===== src/hdl/fla_params.svh =====
// Offsets, field positions and reset values of the fault log and converter
// control register bank. Included by the package and the design files.
`ifndef FLA_PARAMS_SVH
`define FLA_PARAMS_SVH

// Register offsets
`define FLA_OFF_FAULT_CH1 8'hd3
`define FLA_OFF_FAULT_CH2 8'hd7
`define FLA_OFF_CONV_CTRL 8'he4
`define FLA_OFF_RESULT_BASE 8'hd8

// Fault log fields
`define FLA_FLT_FET_SHORT 5
`define FLA_FLT_EN_CHANGE 4
`define FLA_FLT_POWER_BAD 3
`define FLA_FLT_OVERCURRENT 2
`define FLA_FLT_UNDERVOLT 1
`define FLA_FLT_OVERVOLT 0
`define FLA_FLT_USED_MASK 8'h3f
`define FLA_FLT_RESET 6'h00

// Converter control fields
`define FLA_CTL_BUSY 5
`define FLA_CTL_ALERT_EN 4
`define FLA_CTL_CHAN_HI 3
`define FLA_CTL_CHAN_LO 1
`define FLA_CTL_HALT 0
`define FLA_CTL_HALT_RESET 1'b0
`define FLA_CTL_ALERT_RESET 1'b0
`define FLA_CTL_CHAN_RESET 3'h0

// Converter inputs and result layout
`define FLA_NUM_INPUTS 6
`define FLA_RESULT_BITS 10
`define FLA_RESULT_RESET 10'h000

// Pin synchroniser depth and settling time after reset
`define FLA_SYNC_STAGES 3
`define FLA_PRIME_CYCLES 3'h5

`endif


===== src/hdl/fla_pkg.sv =====
// Types shared by the fault log and converter control register bank.
// Assumes fla_params.svh is on the include path.
`include "fla_params.svh"

package fla_pkg;

    // Raw per-channel fault sources, all asynchronous to clk
    typedef struct packed {
        logic fet_cmd_on;
        logic sense_over_1mv;
        logic card_enable_n;
        logic output_feedback_input;
        logic overcurrent;
        logic undervoltage_input;
        logic overvoltage_input;
    } fla_pins_s;

    typedef enum logic [2:0] {
        FLA_SEL_OUT_V1 = 3'h0,
        FLA_SEL_OUT_V2 = 3'h1,
        FLA_SEL_AUX1 = 3'h2,
        FLA_SEL_AUX2 = 3'h3,
        FLA_SEL_SENSE1 = 3'h4,
        FLA_SEL_SENSE2 = 3'h5
    } fla_sel_e;

    typedef enum logic [1:0] {
        FLA_CV_HALTED = 2'h0,
        FLA_CV_FREE = 2'h1,
        FLA_CV_SINGLE = 2'h2
    } fla_cv_e;

    // Converter request towards the analog converter
    typedef struct packed {
        logic start;
        logic [2:0] chan;
    } fla_conv_req_s;

    // Converter answer: one-cycle done with the result of the started input
    typedef struct packed {
        logic done;
        logic [`FLA_RESULT_BITS-1:0] data;
    } fla_conv_rsp_s;

endpackage : fla_pkg


===== src/hdl/fla_regs.sv =====
// Fault log and converter control register bank of a dual-channel supply
// insertion controller. Assumes a serial-bus slave outside that presents
// one-cycle read and write strobes with an 8-bit register address, and an
// analog converter that answers each start with one done pulse.
//
// Overview of operation
// - Fault logs per channel at d3 and d7
// - Bit 5: current sense while transistor off
// - Bit 4: card enable pin changed state
// - Bit 3: output feedback went low
// - Bit 2: overcurrent fault occurred
// - Bit 1: undervoltage input went low
// - Bit 0: overvoltage input went high
// - Fault bits 7 and 6 reserved
// - High byte holds result bits 9..2
// - Low byte bits 7,6 hold result 1,0
// - Control register at e4, bits 7,6 reserved
// - Busy bit reflects converting or free-running
// - Alert enable pulls alert low on completion
// - Channel address writable only while stopped
// - Address write runs one measurement, then stops
// - Stop bit halts free-run, enables single-shot
// - Fault alerts gated by per-channel enables
`timescale 1ns/10ps
`include "fla_params.svh"

module fla_regs #(
    parameter int NUM_INPUTS = `FLA_NUM_INPUTS
) (
    // Clock and reset
    input wire logic clk,
    input wire logic rst,
    // Register port from the serial-bus slave
    input wire logic [7:0] reg_addr,
    input wire logic reg_wr,
    input wire logic [7:0] reg_wdata,
    input wire logic reg_rd,
    output logic [7:0] reg_rdata,
    output logic reg_rvalid,
    // Fault pins per channel
    input wire fla_pkg::fla_pins_s pins_ch1,
    input wire fla_pkg::fla_pins_s pins_ch2,
    // Per-channel alert enables held outside
    input wire logic [5:0] alert_en_ch1,
    input wire logic [5:0] alert_en_ch2,
    // Converter alert acknowledge from the serial-bus slave
    input wire logic alert_ack,
    // Converter
    output fla_pkg::fla_conv_req_s conv_req,
    input wire fla_pkg::fla_conv_rsp_s conv_rsp,
    // Alert pin, open drain: only ever pulled low
    output logic alert_o,
    output logic alert_oe
);

    localparam int RB = `FLA_RESULT_BITS;

    // ========================================================
    // Address decode
    logic wr_flt1, wr_flt2, wr_ctl;
    logic [NUM_INPUTS-1:0] wr_hi, wr_lo;

    always_comb begin
        wr_flt1 = reg_wr && (reg_addr == `FLA_OFF_FAULT_CH1);
        wr_flt2 = reg_wr && (reg_addr == `FLA_OFF_FAULT_CH2);
        wr_ctl = reg_wr && (reg_addr == `FLA_OFF_CONV_CTRL);
        for (int i = 0; i < NUM_INPUTS; i++) begin
            wr_hi[i] = reg_wr && (reg_addr == `FLA_OFF_RESULT_BASE + 8'(2 * i));
            wr_lo[i] = reg_wr && (reg_addr == `FLA_OFF_RESULT_BASE + 8'(2 * i + 1));
        end
    end

    // ========================================================
    // Fault logs
    logic [5:0] fault_ch1, fault_ch2;

    fla_fault_chan u_fault_ch1 (
        .clk(clk),
        .rst(rst),
        .pins(pins_ch1),
        .wr_en(wr_flt1),
        .wdata(reg_wdata),
        .fault_q(fault_ch1)
    );

    fla_fault_chan u_fault_ch2 (
        .clk(clk),
        .rst(rst),
        .pins(pins_ch2),
        .wr_en(wr_flt2),
        .wdata(reg_wdata),
        .fault_q(fault_ch2)
    );

    // ========================================================
    // Converter control
    fla_pkg::fla_cv_e cv_q, cv_d;
    logic halt_q, halt_d;
    logic adc_alert_en_q, adc_alert_en_d;
    logic [2:0] chan_q, chan_d;
    logic [2:0] cur_q, cur_d;
    logic start_q, start_d;
    logic adc_alert_q, adc_alert_d;

    always_comb begin
        cv_d = cv_q;
        halt_d = halt_q;
        adc_alert_en_d = adc_alert_en_q;
        chan_d = chan_q;
        cur_d = cur_q;
        start_d = 1'b0;
        adc_alert_d = adc_alert_q;
        if (wr_ctl) begin
            adc_alert_en_d = reg_wdata[`FLA_CTL_ALERT_EN];
            halt_d = reg_wdata[`FLA_CTL_HALT];
        end
        unique case (cv_q)
            fla_pkg::FLA_CV_FREE: begin
                if (wr_ctl && reg_wdata[`FLA_CTL_HALT]) begin
                    // A conversion in flight is abandoned, its result dropped
                    cv_d = fla_pkg::FLA_CV_HALTED;
                end else if (conv_rsp.done) begin
                    cur_d = (cur_q == 3'(NUM_INPUTS - 1)) ? 3'h0 : cur_q + 3'h1;
                    start_d = 1'b1;
                end
            end
            fla_pkg::FLA_CV_SINGLE: begin
                if (conv_rsp.done) begin
                    cv_d = fla_pkg::FLA_CV_HALTED;
                end
            end
            fla_pkg::FLA_CV_HALTED: begin
                if (wr_ctl && !reg_wdata[`FLA_CTL_HALT]) begin
                    cv_d = fla_pkg::FLA_CV_FREE;
                    cur_d = 3'h0;
                    start_d = 1'b1;
                end else if (wr_ctl && halt_q) begin
                    // Address accepted only while already stopped
                    chan_d = reg_wdata[`FLA_CTL_CHAN_HI:`FLA_CTL_CHAN_LO];
                    cur_d = chan_d;
                    cv_d = fla_pkg::FLA_CV_SINGLE;
                    start_d = 1'b1;
                end
            end
            default: begin
                cv_d = fla_pkg::FLA_CV_HALTED;
            end
        endcase
        // Completion alert; a new completion beats the acknowledge
        if (alert_ack) begin
            adc_alert_d = 1'b0;
        end
        if (conv_rsp.done && cv_q != fla_pkg::FLA_CV_HALTED && adc_alert_en_q) begin
            adc_alert_d = 1'b1;
        end
    end

    always_ff @(posedge clk) begin
        if (rst) begin
            cv_q <= fla_pkg::FLA_CV_FREE;
            halt_q <= `FLA_CTL_HALT_RESET;
            adc_alert_en_q <= `FLA_CTL_ALERT_RESET;
            chan_q <= `FLA_CTL_CHAN_RESET;
            cur_q <= 3'h0;
            start_q <= 1'b0;
            adc_alert_q <= 1'b0;
        end else begin
            cv_q <= cv_d;
            halt_q <= halt_d;
            adc_alert_en_q <= adc_alert_en_d;
            chan_q <= chan_d;
            cur_q <= cur_d;
            start_q <= start_d;
            adc_alert_q <= adc_alert_d;
        end
    end

    // Out of reset the halt bit is clear, so free-running must be kicked off
    logic boot_q, boot_d;

    always_comb begin
        boot_d = 1'b0;
    end

    always_ff @(posedge clk) begin
        if (rst) begin
            boot_q <= 1'b1;
        end else begin
            boot_q <= boot_d;
        end
    end

    // ========================================================
    // Converter results
    logic [RB-1:0] result_q [NUM_INPUTS];
    logic [RB-1:0] result_d [NUM_INPUTS];

    always_comb begin
        for (int i = 0; i < NUM_INPUTS; i++) begin
            result_d[i] = result_q[i];
            if (conv_rsp.done && cv_q != fla_pkg::FLA_CV_HALTED && cur_q == 3'(i)) begin
                result_d[i] = conv_rsp.data;
            end
            // Host writes assume the converter is stopped
            if (wr_hi[i]) begin
                result_d[i][RB-1:2] = reg_wdata;
            end
            if (wr_lo[i]) begin
                result_d[i][1:0] = reg_wdata[7:6];
            end
        end
    end

    always_ff @(posedge clk) begin
        for (int i = 0; i < NUM_INPUTS; i++) begin
            if (rst) begin
                result_q[i] <= `FLA_RESULT_RESET;
            end else begin
                result_q[i] <= result_d[i];
            end
        end
    end

    // ========================================================
    // Read path
    logic [7:0] rd_val;
    logic [7:0] rdata_q, rdata_d;
    logic rvalid_q, rvalid_d;
    logic busy;

    always_comb begin
        busy = (cv_q != fla_pkg::FLA_CV_HALTED);
        rd_val = 8'h00;
        if (reg_addr == `FLA_OFF_FAULT_CH1) begin
            rd_val = {2'h0, fault_ch1};
        end else if (reg_addr == `FLA_OFF_FAULT_CH2) begin
            rd_val = {2'h0, fault_ch2};
        end else if (reg_addr == `FLA_OFF_CONV_CTRL) begin
            rd_val = {2'h0, busy, adc_alert_en_q, chan_q, halt_q};
        end else begin
            for (int i = 0; i < NUM_INPUTS; i++) begin
                if (reg_addr == `FLA_OFF_RESULT_BASE + 8'(2 * i)) begin
                    rd_val = result_q[i][RB-1:2];
                end
                if (reg_addr == `FLA_OFF_RESULT_BASE + 8'(2 * i + 1)) begin
                    rd_val = {result_q[i][1:0], 6'h00};
                end
            end
        end
        rdata_d = reg_rd ? rd_val : rdata_q;
        rvalid_d = reg_rd;
    end

    always_ff @(posedge clk) begin
        if (rst) begin
            rdata_q <= 8'h00;
            rvalid_q <= 1'b0;
        end else begin
            rdata_q <= rdata_d;
            rvalid_q <= rvalid_d;
        end
    end

    // ========================================================
    // Alert and converter outputs
    logic alert_q, alert_d;

    always_comb begin
        alert_d = |(fault_ch1 & alert_en_ch1) | |(fault_ch2 & alert_en_ch2)
            | adc_alert_q;
    end

    always_ff @(posedge clk) begin
        if (rst) begin
            alert_q <= 1'b0;
        end else begin
            alert_q <= alert_d;
        end
    end

    assign reg_rdata = rdata_q;
    assign reg_rvalid = rvalid_q;
    assign alert_o = 1'b0;
    assign alert_oe = alert_q;
    assign conv_req.start = start_q | (boot_q & ~rst);
    assign conv_req.chan = cur_q;

endmodule // fla_regs


===== src/hdl/fla_fault_chan.sv =====
// One channel's fault log: pin synchronisers, event detection, sticky bits.
// Assumes a host write port decoded by the parent and pins async to clk.
`timescale 1ns/10ps
`include "fla_params.svh"

module fla_fault_chan (
    // Clock and reset
    input wire logic clk,
    input wire logic rst,
    // Pins of this channel
    input wire fla_pkg::fla_pins_s pins,
    // Host write of this channel's fault log
    input wire logic wr_en,
    input wire logic [7:0] wdata,
    // Sticky fault bits
    output logic [5:0] fault_q
);

    localparam int NP = $bits(fla_pkg::fla_pins_s);

    // ========================================================
    // Pin synchronisers
    logic [NP-1:0] s1_q, s2_q, s3_q, filt_q, filt_d, prev_q;
    // Priming covers the stages and the filter plus one history stage,
    // so the first compare never sees a reset zero as an old pin level
    logic [2:0] prime_q, prime_d;
    fla_pkg::fla_pins_s cur, old;
    logic [5:0] set, fault_d;

    always_comb begin
        filt_d = filt_q;
        // A change counts only once the last two stages agree
        for (int i = 0; i < NP; i++) begin
            if (s2_q[i] == s3_q[i]) begin
                filt_d[i] = s3_q[i];
            end
        end
        prime_d = (prime_q == `FLA_PRIME_CYCLES) ? prime_q : prime_q + 3'h1;
    end

    always_ff @(posedge clk) begin
        if (rst) begin
            s1_q <= '0;
            s2_q <= '0;
            s3_q <= '0;
            filt_q <= '0;
            prev_q <= '0;
            prime_q <= 3'h0;
        end else begin
            s1_q <= pins;
            s2_q <= s1_q;
            s3_q <= s2_q;
            filt_q <= filt_d;
            prev_q <= filt_q;
            prime_q <= prime_d;
        end
    end

    // ========================================================
    // Event detection and sticky log
    always_comb begin
        cur = filt_q;
        old = prev_q;
        set = 6'h00;
        // Edges are meaningless until the synchronisers have filled
        if (prime_q == `FLA_PRIME_CYCLES) begin
            set[`FLA_FLT_FET_SHORT] = cur.sense_over_1mv & ~cur.fet_cmd_on;
            set[`FLA_FLT_EN_CHANGE] = cur.card_enable_n ^ old.card_enable_n;
            set[`FLA_FLT_POWER_BAD] = ~cur.output_feedback_input
                & old.output_feedback_input;
            set[`FLA_FLT_OVERCURRENT] = cur.overcurrent & ~old.overcurrent;
            set[`FLA_FLT_UNDERVOLT] = ~cur.undervoltage_input
                & old.undervoltage_input;
            set[`FLA_FLT_OVERVOLT] = cur.overvoltage_input
                & ~old.overvoltage_input;
        end
        // Bits hold until the host writes zero; a new event beats the clear
        fault_d = (wr_en ? wdata[5:0] : fault_q) | set;
    end

    always_ff @(posedge clk) begin
        if (rst) begin
            fault_q <= `FLA_FLT_RESET;
        end else begin
            fault_q <= fault_d;
        end
    end

endmodule // fla_fault_chan


===== config.mk =====
export PLATFORM = sky130hd
export DESIGN_NAME = fla_regs
export DESIGN_NICKNAME = d
export VERILOG_FILES = /design/src/hdl/fla_pkg.sv /design/src/hdl/fla_regs.sv /design/src/hdl/fla_fault_chan.sv
export VERILOG_INCLUDE_DIRS = /design/src /design/src/hdl
export SDC_FILE = /design/constraint.sdc
export NUM_CORES = 1
export LEC_CHECK = 0
export ABC_AREA = 1
export BUFFER_PORTS_ARGS = -buffer_cell sky130_fd_sc_hd__buf_2
export CORE_AREA = 2 2 115 117
export CTS_BUF_LIST = sky130_fd_sc_hd__clkbuf_8 sky130_fd_sc_hd__clkbuf_16
export CTS_CLUSTER_SIZE = 10
export DETAILED_ROUTE_END_ITERATION = 6
export DIE_AREA = 0 0 117 119
export HOLD_SLACK_MARGIN = 0.06
export MAX_ROUTING_LAYER = met4
export PLACE_DENSITY_LB_ADDON = 0.3
export SLEW_MARGIN = 20
export SYNTH_ARGS = -nofsm -noshare
export SYNTH_HDL_FRONTEND = slang
export SYNTH_SLANG_ARGS = --single-unit

===== constraint.sdc =====
create_clock -name clk -period 2.15 [get_ports clk]
set_input_delay 0.43 -clock clk [delete_from_list [all_inputs] [get_ports clk]]
set_output_delay 0.43 -clock clk [all_outputs]
set_load 0.03 [all_outputs]

Word level (Yosys, flattened, before mapping)
Memories as Yosys holds them, arrays and structs flattened.
Cells that the tools add are included.
{ "word_totals": {"output_inout_bits": 15, "latch_bits": 0, "elab_cells": 223, "memories": 1, "romBits": 0, "ramBits": 60, "ff_bits": 107} }
{ "mem_list": {"columns": ["name", "words", "word_bits", "rd", "rd_ports_with_merged_regs", "write_ports", "line", "rtl"], "rows": [
  ["result_q", 6, 10, 6, 0, 6, "fla_regs.sv:195", "logic [RB-1:0] result_q [NUM_INPUTS];"]
]} }
{ "classes": {"n_bitwise": 38, "muxes": 64, "multipliers": 0, "addsub": 3, "eq_ne": 43, "div_mod_pow": 0, "order_cmp": 0, "reduce_logical": 37, "shifts": 0} }
{ "op_table": {"columns": ["op", "count"], "rows": [
  ["8-bit 2-to-1 mux", 21],
  ["8-bit equality test (second input constant)", 15],
  ["10-bit 2-to-1 mux", 12],
  ["1-bit logical AND", 26],
  ["6-bit 2-to-1 mux", 4],
  ["2-bit 2-to-1 mux", 10],
  ["3-bit 2-to-1 mux", 5],
  ["1-bit equality test", 14],
  ["6-bit bitwise AND", 2],
  ["3-bit equality test (second input constant)", 4],
  ["1-bit NOT", 12],
  ["6-bit bitwise OR", 2],
  ["6-bit OR reduction", 2],
  ["1-bit bitwise AND", 11],
  ["3-bit by 1-bit adder with 3-bit output (second input constant)", 3],
  ["1-bit 2-to-1 mux", 9],
  ["1-bit bitwise OR", 9],
  ["2-bit != test (second input constant)", 4],
  ["3-bit by 2-bit equality test with 1-bit output (second input constant)", 2],
  ["2-bit one-hot mux with 3 select lines", 1],
  ["3-bit one-hot mux with 2 select lines", 1],
  ["3-bit AND reduction", 2],
  ["2-bit nonzero test", 3],
  ["4-bit AND reduction", 1],
  ["9 further kinds", 10]
]} }

Depth between registers and ports, before layout
Gate-level depths: netlist of the first run.
{ "depth": {"depth_word": 16, "ltp_mapped": 14} }

Hierarchy
A second synthesis of the first run with hierarchy kept.
{ "hier_totals": {"cells_unflattened": 1029, "hier_area_um2": 7724.9} }
{ "by_module_without_submodules": {"columns": ["mod", "cells_per_inst", "n_inst", "area_per_inst_um2"], "rows": [
  ["fla_regs", 689, 1, 4659.5],
  ["fla_fault_chan", 170, 2, 1532.7]
]} }

Least setup slack after synthesis of the first run
OpenSTA, ideal clock, no wires.
{ "synth_path": {"path_kind": "reg-to-reg", "start": "reg cur_q[0]", "end": "mem result_q[1][8] in the netlist's numbering", "slack_ps": 407, "path_stages_with_launch": 11, "required_time_ps": 2040, "arrival_time_ps": 1633, "setup_ps": 110, "path_cell_list": "dfxtp_1 -> clkbuf_2 -> nand2_1 -> nor2_1 -> inv_1 -> nand2_1 -> inv_1 -> nand2_1 -> nand3_1 -> nand2_1 -> inv_1"} }
{ "synth_lines": {"columns": ["element", "line", "rtl"], "rows": [
  ["from (decl)", "fla_regs.sv:101", "logic [2:0] cur_q, cur_d;"],
  ["from (signal assigned)", "fla_regs.sv:172", "cur_q <= cur_d;"],
  ["to (decl)", "fla_regs.sv:195", null]
]} }

==> results.json, run 1 <==
{
  "worstPathRequired_ns": 2.48,
  "cts_tree": "done",
  "port_buffers": 71,
  "vias": 6965,
  "vdd_drop_max_v": 0.000887,
  "finalHoldViolCount": 0,
  "dieArea_um2": 13900,
  "p_sw_w": 0.00177,
  "hp-class": "in2reg",
  "grt-ovfl-total": 0,
  "grt_first_pass_wirelength_um": 30400,
  "drive_above_1_share": 0.156,
  "cp.arrival_ns": 2.17,
  "core-area_um2": 12900,
  "cts_buffers": 17,
  "path_class": "in2reg",
  "avgRoutedWirePerCell_um": 15.0,
  "clock_path_buffers": 2,
  "avgSynthCellArea_um2": 7.26,
  "violations": "DRC",
  "post_cts_buffers": 0,
  "syn_area_um2": 7350,
  "clkLatencyLatePin_ns": 0.43,
  "rsz0062_at_grt": "false",
  "cp-end-kind": "flip-flop",
  "rows": 42,
  "hpwl_um": 13600,
  "max_stage_delay_ns": 0.29,
  "grt_usage": 0.289,
  "cts_hold_buf": 0,
  "cts_resized": 0,
  "drc": 1,
  "cp_slowest_cell": "nor2_2",
  "grt_max_degree": 108,
  "setup_ws_ns": 0.310,
  "max_freq_mhz": 543,
  "ant_nets": 0,
  "layout.nets": 1156,
  "antenna_cells": 0,
  "die_x_um": 117,
  "clock-sinks": 167,
  "outcome": "complete, but fails checks",
  "cp.buffers_inverters": 4,
  "comb_power_share": 0.072,
  "power.density_nw_per_um2": 817,
  "crit_chain": "buf_2 -> inv_1 -> nand2_1 -> nor2_4 -> nand2_2 -> nor2_2 -> nand2_2 -> nand2_1 -> inv_1 -> nand2_1 -> o21ai_0 -> o21ai_1 -> inv_1",
  "clock-root-buffer": "clkbuf_16",
  "ys_types": 43,
  "grt_pass1_vias": 6381,
  "place_congestion": 0.958,
  "synth_enable_flop_cells": 0,
  "grt_antenna_before_repair": 0,
  "final_util": 0.669,
  "synth.net_count": 1076,
  "total_leakage_power_nw": 3.83,
  "min_period_over_period": 0.856,
  "pwr-share-seq": 0.460,
  "crit_family": "simple AND/OR/NAND/NOR gates",
  "p_clk_frac": 0.468,
  "ys_seq_elements": 167,
  "post_synth_inst_count": 1013,
  "drt-pass1-iter-count": 7,
  "path_clk_slew_ns": 0.07,
  "place_worst_setup_slack_ns": 0.000366,
  "cap_violations": 0,
  "setup_violations": 0,
  "setup-tns-final_ns": 0,
  "initial_utilization": 0.571,
  "p_total_w": 0.00704,
  "via_per_inst": 5.43,
  "maxSlewViolCount": 0,
  "chipHeight_um": 119,
  "drt-initial-drc-count": 643,
  "path_max_fanout": 17,
  "ys_async_sr_fraction": 0,
  "critPathLaunchType": "primary input",
  "fin_cells": 1282,
  "switching_share": 0.251,
  "ys.flop_type": "dfxtp_1",
  "htree_levels": 4,
  "ios": 73,
  "routed_wl_um": 19200,
  "area_delta_synth_final_pct": 17.2,
  "power.internal_w": 0.00527,
  "yosysSeqAreaShare": 0.455,
  "yosysWarnings": 0,
  "dp.cells": 1250,
  "timing.final.crit_period_ns": 1.84,
  "finClkSkew_ns": 0.00378
}
==> placed cells by master (no fill, tap or decap), types with 2 or more instances in the layout <==
cell type	netlist	layout
xnor2_1	3	3
nor3_4	4	4
nor2_1	126	126
inv_8	0	6
buf_2	6	70
bufinv_16	0	3
dfxtp_1	167	167
inv_6	0	4
nor2_4	8	8
nor2_2	6	6
a221oi_1	5	5
or2_2	2	2
ha_1	5	5
nand2_1	188	188
inv_2	12	12
o221ai_1	4	4
nand3_1	56	56
o21ai_0	82	82
nor3_1	14	14
a211oi_1	7	7
buf_4	1	24
a31oi_1	21	21
o211ai_1	5	5
nand4_1	12	12
inv_1	141	141
clkbuf_16	0	17
nand2_4	3	3
a311oi_1	7	7
nor2_8	2	2
a22o_1	3	3
nand2_2	8	8
o21ai_1	11	11
o22ai_1	4	4
a21oi_1	64	64
==> synth_stat cells (2+ instances only) <==
cell type | number | area, µm²
nor2_1 | 126 | 473
a311oi_1 | 7 | 61.3
or2_2 | 2 | 12.5
nor2_2 | 6 | 37.5
o21ai_0 | 82 | 410
xnor2_1 | 3 | 26.3
o211ai_1 | 5 | 37.5
o221ai_1 | 4 | 35.0
nand3_1 | 56 | 280
o22ai_1 | 4 | 25.0
a211oi_1 | 7 | 52.6
inv_2 | 12 | 45.0
ha_1 | 5 | 62.6
clkbuf_1 | 21 | 78.8
nand2_2 | 8 | 50.1
a22o_1 | 3 | 26.3
nand4_1 | 12 | 75.1
inv_1 | 141 | 529
buf_1 | 4 | 15.0
buf_2 | 6 | 30.0
a21oi_1 | 64 | 320
nor3_1 | 14 | 70.1
nor2_4 | 8 | 90.1
a31oi_1 | 21 | 131
nand2_1 | 188 | 706
nand2_4 | 3 | 33.8
dfxtp_1 | 167 | 3340
a221oi_1 | 5 | 43.8
nor2_8 | 2 | 40.0
o21ai_1 | 11 | 55.1
nor3_4 | 4 | 65.1
==> cell families after synthesis <==
kind of cell / share of synthesized area
adders and majority gates: 0.00851
and+or+nand+nor: 0.267
buffers and inverters: 0.0982
AOI/OAI and AO/OA: 0.168
DFF: 0.455
other: 0.000510
xor gates and xnor gates: 0.00357
==> state kept, by name, summed over array words and instances, names as in the netlist, 6 cells and up <==
name	cells
reg_rdata	8
result_q	60
u_fault_ch1.cur	7
u_fault_ch1.fault_q	6
u_fault_ch1.s1_q	7
u_fault_ch1.s2_q	7
u_fault_ch1.s3_q	7
u_fault_ch2.cur	7
u_fault_ch2.fault_q	6
u_fault_ch2.s1_q	7
u_fault_ch2.s2_q	7
u_fault_ch2.s3_q	7
==> power by group through the flow <==
stage	clock network, W	logic [W]	registers (W)
after detailed placement	0	0.000496	0.00331
after global routing	0.00346	0.000553	0.00325
final	0.00330	0.000505	0.00324
after CTS	0.00332	0.000499	0.00324
after floorplan	0	0.000295	0.00330
after global placement	0	0.000490	0.00331
==> worst register-to-register path, stage by stage (launching register included) <==
cell      delay, ns
dfxtp_1        0.52
nand2_1        0.15
nor2_1         0.15
nand2_1        0.15
inv_1          0.26
nand2_1        0.10
a311oi_1       0.29
==> final timing paths <==
kind                                       endpoint                 from  cells past startpoint  slack (ns)
worst max-delay path                 result_q[2][7]          reg_addr[5]                     13        0.31
worst min-delay path            u_fault_ch1.s1_q[2]          pins_ch1[2]                      3        0.20
worst max register to register       result_q[5][7]             cur_q[0]                      6        0.44
worst min register to register  u_fault_ch2.s2_q[3]  u_fault_ch2.s1_q[3]                      2        0.40
==> per-layer routing <==
layer / vias up / share of wire / track usage
met5: - / 0 / -
met2: 319 / 0.48 / 0.471
met1: 3129 / 0.41 / 0.345
met4: 0 / 0.039 / 0.121
li1: 3450 / - / -
met3: 67 / 0.075 / 0.0621
==> through the flow <==
stage | area, µm² | hold slack (ns)
final | 8620 | 0.196
after global routing | 8620 | 0.188
after CTS | 8620 | 0.194
after detailed placement | 7980 | 0.395
after global placement | 7980 | 0.389
after floorplan | 7350 | 0.388
==> cell type report <==
| class | count | area (µm²) |
|---|---|---|
| tap | 176 | 220 |
| clock inverter | 14 | 200 |
| clock buffer | 18 | 439 |
| multi-input combinational | 659 | 3290 |
| inverter | 153 | 574 |
| fill | 1095 | 4260 |
| timing repair buffer | 95 | 551 |
| sequential | 167 | 3340 |
No activity file was read; power rests on OpenSTA's default activity.
==> run 2: changes to the inputs <==
--- a/config.mk
+++ b/config.mk
@@ -8,11 +8,11 @@
 export LEC_CHECK = 0
 export ABC_AREA = 1
 export BUFFER_PORTS_ARGS = -buffer_cell sky130_fd_sc_hd__buf_2
-export CORE_AREA = 2 2 115 117
+export CORE_AREA = 2 2 137 99
 export CTS_BUF_LIST = sky130_fd_sc_hd__clkbuf_8 sky130_fd_sc_hd__clkbuf_16
 export CTS_CLUSTER_SIZE = 10
 export DETAILED_ROUTE_END_ITERATION = 6
-export DIE_AREA = 0 0 117 119
+export DIE_AREA = 0 0 139 101
 export HOLD_SLACK_MARGIN = 0.06
 export MAX_ROUTING_LAYER = met4
 export PLACE_DENSITY_LB_ADDON = 0.3
==> run 2 against run 1 <==
Clock-buffer cell count decreased by 1. Sequential cell count unchanged. The flow now finishes without violations. First-iteration DRC count increased by 35%. Critical path type is now reg2reg. Utilization increased by 0.067 points. Fmax decreased by 0.90%.
==> results.json, run 2 (same netlist as run 1, synthesis figures left out) <==
{
  "largest_reg_flops": 60,
  "cp_slowest_cell": "dfxtp_1",
  "chipHeight_um": 101,
  "path_max_fanout": 7,
  "grt-ovfl-total": 0,
  "post_cts_buffers": 0,
  "clock-sinks": 167,
  "finClkSkew_ns": 0.0131,
  "clock-root-buffer": "clkbuf_16",
  "path_class": "reg2reg",
  "routed_wl_um": 20800,
  "clkLatencyLatePin_ns": 0.43,
  "slew_headroom": 0.656,
  "rows": 35,
  "worstPathRequired_ns": 2.45,
  "avgRoutedWirePerCell_um": 16.4,
  "dieArea_um2": 14000,
  "final_cell_mix": "nand2_1, dfxtp_1, inv_1",
  "max_stage_delay_ns": 0.39,
  "worstMarginPinSlew_ns": 0.516,
  "cts_buffers": 17,
  "hpwl_um": 14600,
  "antenna_cells": 0,
  "grt_pass1_vias": 6666,
  "drive_above_1_share": 0.155,
  "hp-class": "in2reg",
  "cap_violations": 0,
  "switching_share": 0.276,
  "setup-tns-final_ns": 0,
  "die_x_um": 139,
  "total_leakage_power_nw": 3.81,
  "path_clk_slew_ns": 0.08,
  "wl_met3_um": 2660,
  "cts_resized": 0,
  "cp.arrival_ns": 2.15,
  "grt_antenna_before_repair": 0,
  "holdPathStages": 3,
  "grt_max_degree": 108,
  "place_congestion": 1.06,
  "clock_path_buffers": 2,
  "outcome": "finished, final reports clean",
  "crit_chain": "nor2_2 -> nor2_4 -> inv_1 -> nor3_2 -> inv_2 -> nand2_1 -> inv_2 -> a221oi_1 -> nor2_1",
  "htree_levels": 4,
  "maxSlewViolCount": 0,
  "worst_hold_slack_ns": 0.190,
  "drt-pass1-iter-count": 6,
  "min_period_over_period": 0.864,
  "grt_first_pass_wirelength_um": 33500,
  "via_per_inst": 5.66,
  "vdd_drop_max_v": 0.000570,
  "multi_input_area_um2": 3290,
  "highest_layer": "met4",
  "nFillCells": 1106,
  "comb_power_share": 0.077,
  "pwr-share-seq": 0.476,
  "wl_met1_um": 9080,
  "crit_path_frequent_cell": "inv_2",
  "drt-initial-drc-count": 871,
  "drc": 0,
  "p_sw_w": 0.00188,
  "critPathLaunchType": "flip-flop",
  "power.internal_w": 0.00492,
  "regMostFlops": "result_q",
  "cts_hold_buf": 0,
  "initial_utilization": 0.575,
  "cts_tree": "done",
  "max_freq_mhz": 539,
  "p_total_w": 0.00680,
  "rr_worst_depth": 9,
  "power.density_nw_per_um2": 794,
  "final_common_cell": "nand2_1",
  "regArea_um2": 3340,
  "grt_usage": 0.312,
  "timing.final.crit_period_ns": 1.86,
  "finalHoldViolCount": 0,
  "cp-end-kind": "flip-flop",
  "wl_met2_um": 8560,
  "ant_nets": 0,
  "layout.nets": 1154,
  "port_buffers": 71,
  "area_delta_synth_final_pct": 16.5,
  "p_clk_frac": 0.447,
  "core-area_um2": 12800,
  "vias": 7185,
  "ios": 73,
  "rsz0062_at_grt": "false",
  "setup_violations": 0
}
## run 2: cell types whose count changed in the layout (fill, tap and decap cells not counted), sizes merged
cell,change
clkinv,+7
bufinv,-3
buf,-2
inv,-2
clkbuf,-1
clkinvlp,-1
## run 2: final cells by class
type                    instances  area share
clock inverters                15      0.0209
clock buffers                  17      0.0497
repair buffers                 93      0.0640
inverters                     153      0.0670
multi-input cells             659       0.384
well taps                     166      0.0242
flip-flops and latches        167       0.390
## run 2: critical path, delay by kind of cell (launching register included)
kind	cells	cell delay, ns
AND/OR/NAND/NOR	5	0.80
flip-flops	1	0.39
buffers and inverters	3	0.30
AO/OA/AOI/OAI	1	0.24
## run 2: power groups by stage
stage               Sequential (W)  Clock, W  Combinational (W)
floorplan                  0.00330         0           0.000295
global placement           0.00331         0           0.000494
detailed placement         0.00331         0           0.000504
CTS                        0.00324   0.00306           0.000508
global route               0.00325   0.00320           0.000571
finish                     0.00324   0.00304           0.000522
## run 2: routing by layer
metal,up-vias,global-route usage
li1,3449,-
met1,3261,0.433
met2,411,0.449
met3,64,0.0822
met4,0,0.0948
met5,-,-
## run 2: path summary, 6_finish.rpt
| kind | startpoint | end | slack (ns) |
|---|---|---|---|
| min | pins_ch1[5] | u_fault_ch1.s1_q[5] | 0.19 |
| min reg2reg | u_fault_ch2.s1_q[4] | u_fault_ch2.s2_q[4] | 0.40 |
| max | cv_q[1] | result_q[4][5] | 0.29 |
| max reg2reg | cv_q[1] | result_q[4][5] | 0.29 |
## run 2: metrics by stage
stage | util | instance area [µm²] | setup slack (ns) | instances
after floorplan | - | 7350 | 0.407 | 1013
after global placement | 0.623 | 7960 | 0.111 | 1238
after detailed placement | 0.623 | 7960 | 0.0267 | 1238
after CTS | 0.670 | 8570 | 0.350 | 1270
after global routing | 0.670 | 8570 | 0.120 | 1270
final | 0.670 | 8570 | 0.293 | 1270
==> run 3: changes to the inputs <==
--- a/config.mk
+++ b/config.mk
@@ -8,11 +8,13 @@
 export LEC_CHECK = 0
 export ABC_AREA = 1
 export BUFFER_PORTS_ARGS = -buffer_cell sky130_fd_sc_hd__buf_2
-export CORE_AREA = 2 2 137 99
+export CELL_PAD_IN_SITES_DETAIL_PLACEMENT = 1
+export CELL_PAD_IN_SITES_GLOBAL_PLACEMENT = 2
+export CORE_AREA = 2 2 179 129
 export CTS_BUF_LIST = sky130_fd_sc_hd__clkbuf_8 sky130_fd_sc_hd__clkbuf_16
 export CTS_CLUSTER_SIZE = 10
 export DETAILED_ROUTE_END_ITERATION = 6
-export DIE_AREA = 0 0 139 101
+export DIE_AREA = 0 0 181 131
 export HOLD_SLACK_MARGIN = 0.06
 export MAX_ROUTING_LAYER = met4
 export PLACE_DENSITY_LB_ADDON = 0.3
==> run 3 against run 2 <==
Global-route usage down 9.2 points. Setup slack better by 0.052 ns. Utilization down 27 points. Register-to-register slack better by 0.05 ns. Die area up 69%. Hold slack better by 0.00081 ns. Sequential share of layout area down 1.2 points. Non-clock buffer count up 10. First-iteration DRC count down 45%. Sequential cell count unchanged. Cell area up 3.2%. Critical path depth up 3.
==> results.json, run 3 (same netlist as run 1, synthesis figures left out) <==
{
  "cts_buffers": 17,
  "cts_tree": "done",
  "clock_path_buffers": 2,
  "hpwl_um": 18200,
  "cts_resized": 0,
  "largest_reg_flops": 60,
  "timing.final.crit_period_ns": 1.80,
  "chipHeight_um": 131,
  "rsz0062_at_grt": "false",
  "min_period_over_period": 0.839,
  "slew_headroom": 0.657,
  "layout.nets": 1164,
  "clock-root-buffer": "clkbuf_16",
  "grt-ovfl-total": 0,
  "final_common_cell": "nand2_1",
  "vias": 6971,
  "ant_nets": 0,
  "path_class": "reg2reg",
  "dpl_cell_area_um2": 8190,
  "total_leakage_power_nw": 3.87,
  "cp.arrival_ns": 2.14,
  "drt-initial-drc-count": 483,
  "worstPathRequired_ns": 2.49,
  "initial_utilization": 0.333,
  "regMostFlops": "result_q",
  "dieArea_um2": 23700,
  "critPathLaunchType": "flip-flop",
  "cp-end-kind": "flip-flop",
  "drc": 0,
  "drt-pass1-iter-count": 5,
  "core-area_um2": 22100,
  "nFillCells": 2813,
  "worstMarginPinSlew_ns": 0.514,
  "outcome": "finished, final reports clean",
  "final_cell_mix": "nand2_1, dfxtp_1, inv_1",
  "htree_levels": 4,
  "finalHoldViolCount": 0,
  "port_buffers": 71,
  "grt_antenna_before_repair": 0,
  "area_delta_synth_final_pct": 20.2,
  "place_congestion": 0.848,
  "hp-class": "in2reg",
  "power.density_nw_per_um2": 819,
  "post_cts_buffers": 0,
  "avgRoutedWirePerCell_um": 17.4,
  "clock-sinks": 167,
  "ios": 73,
  "path_clk_slew_ns": 0.07,
  "routed_wl_um": 24400,
  "finClkSkew_ns": 0.0108,
  "design_area_um2": 8840,
  "setup_violations": 0,
  "die_x_um": 181,
  "grt_pass1_vias": 6765,
  "vdd_drop_max_v": 0.000565,
  "rows": 46,
  "cts_hold_buf": 0,
  "path_max_fanout": 6,
  "drive_above_1_share": 0.162,
  "clkLatencyLatePin_ns": 0.44,
  "maxSlewViolCount": 0,
  "antenna_cells": 0,
  "grt_first_pass_wirelength_um": 38500,
  "grt_max_degree": 108,
  "via_per_inst": 4.97,
  "cap_violations": 0,
  "setup-tns-final_ns": 0,
  "grt_usage": 0.220,
  "max_freq_mhz": 554
}
[run 3: where the power goes]
| group | internal, W | switching (W) | total [W] |
|---|---|---|---|
| clock network | 0.00207 | 0.00138 | 0.00345 |
| logic | 0.000173 | 0.000379 | 0.000552 |
| registers | 0.00319 | 0.0000553 | 0.00324 |
| total | 0.00543 | 0.00181 | 0.00724 |
[run 3: cell type report]
cell class	count	area [µm²]	area share
Clock buffer	17	425	0.0481
Clock inverter	15	225	0.0255
Inverter	153	574	0.0650
Multi-Input combinational cell	659	3290	0.372
Sequential cell	167	3340	0.378
Tap cell	288	360	0.0408
Timing Repair Buffer	103	623	0.0705
[run 3: through the flow]
stage / total power [W] / hold slack [ns] / cells / util / setup slack (ns)
6_report: 0.00724 / 0.191 / 1402 / 0.400 / 0.346
5_1_grt: 0.00751 / 0.180 / 1402 / 0.400 / 0.141
2_1_floorplan: 0.00360 / 0.388 / 1013 / - / 0.407
3_5_place_dp: 0.00386 / 0.398 / 1370 / 0.371 / 0.0212
4_1_cts: 0.00732 / 0.179 / 1402 / 0.400 / 0.343
3_3_place_gp: 0.00385 / 0.391 / 1370 / 0.371 / 0.0127
[run 3: per-layer routing]
metal,up-vias,global-route usage,part of all wire
li1,3462,-,-
met1,3363,0.331,0.55
met2,132,0.303,0.40
met3,14,0.0421,0.051
met4,0,0.0397,0.0070
met5,-,-,0
[run 3: worst paths after layout]
| kind | start | depth (start not counted) | endpoint | slack (ns) |
|---|---|---|---|---|
| min reg2reg | u_fault_ch2.s1_q[0] | 2 | u_fault_ch2.s2_q[0] | 0.41 |
| min | pins_ch1[6] | 3 | u_fault_ch1.s1_q[6] | 0.19 |
| max reg2reg | cv_q[1] | 12 | result_q[1][8] | 0.35 |
| max | cv_q[1] | 12 | result_q[1][8] | 0.35 |
[run 3: worst max-delay path: stages (launching register included)]
cell and delay (ns):
dfxtp_1 0.38, nor2_2 0.07, nor2_4 0.19, nand2_2 0.11
nor2_1 0.13, buf_4 0.20, inv_1 0.07, nand2_1 0.14
inv_1 0.14, nand2_1 0.08, nand3_1 0.07, nand2_1 0.07
inv_1 0.04
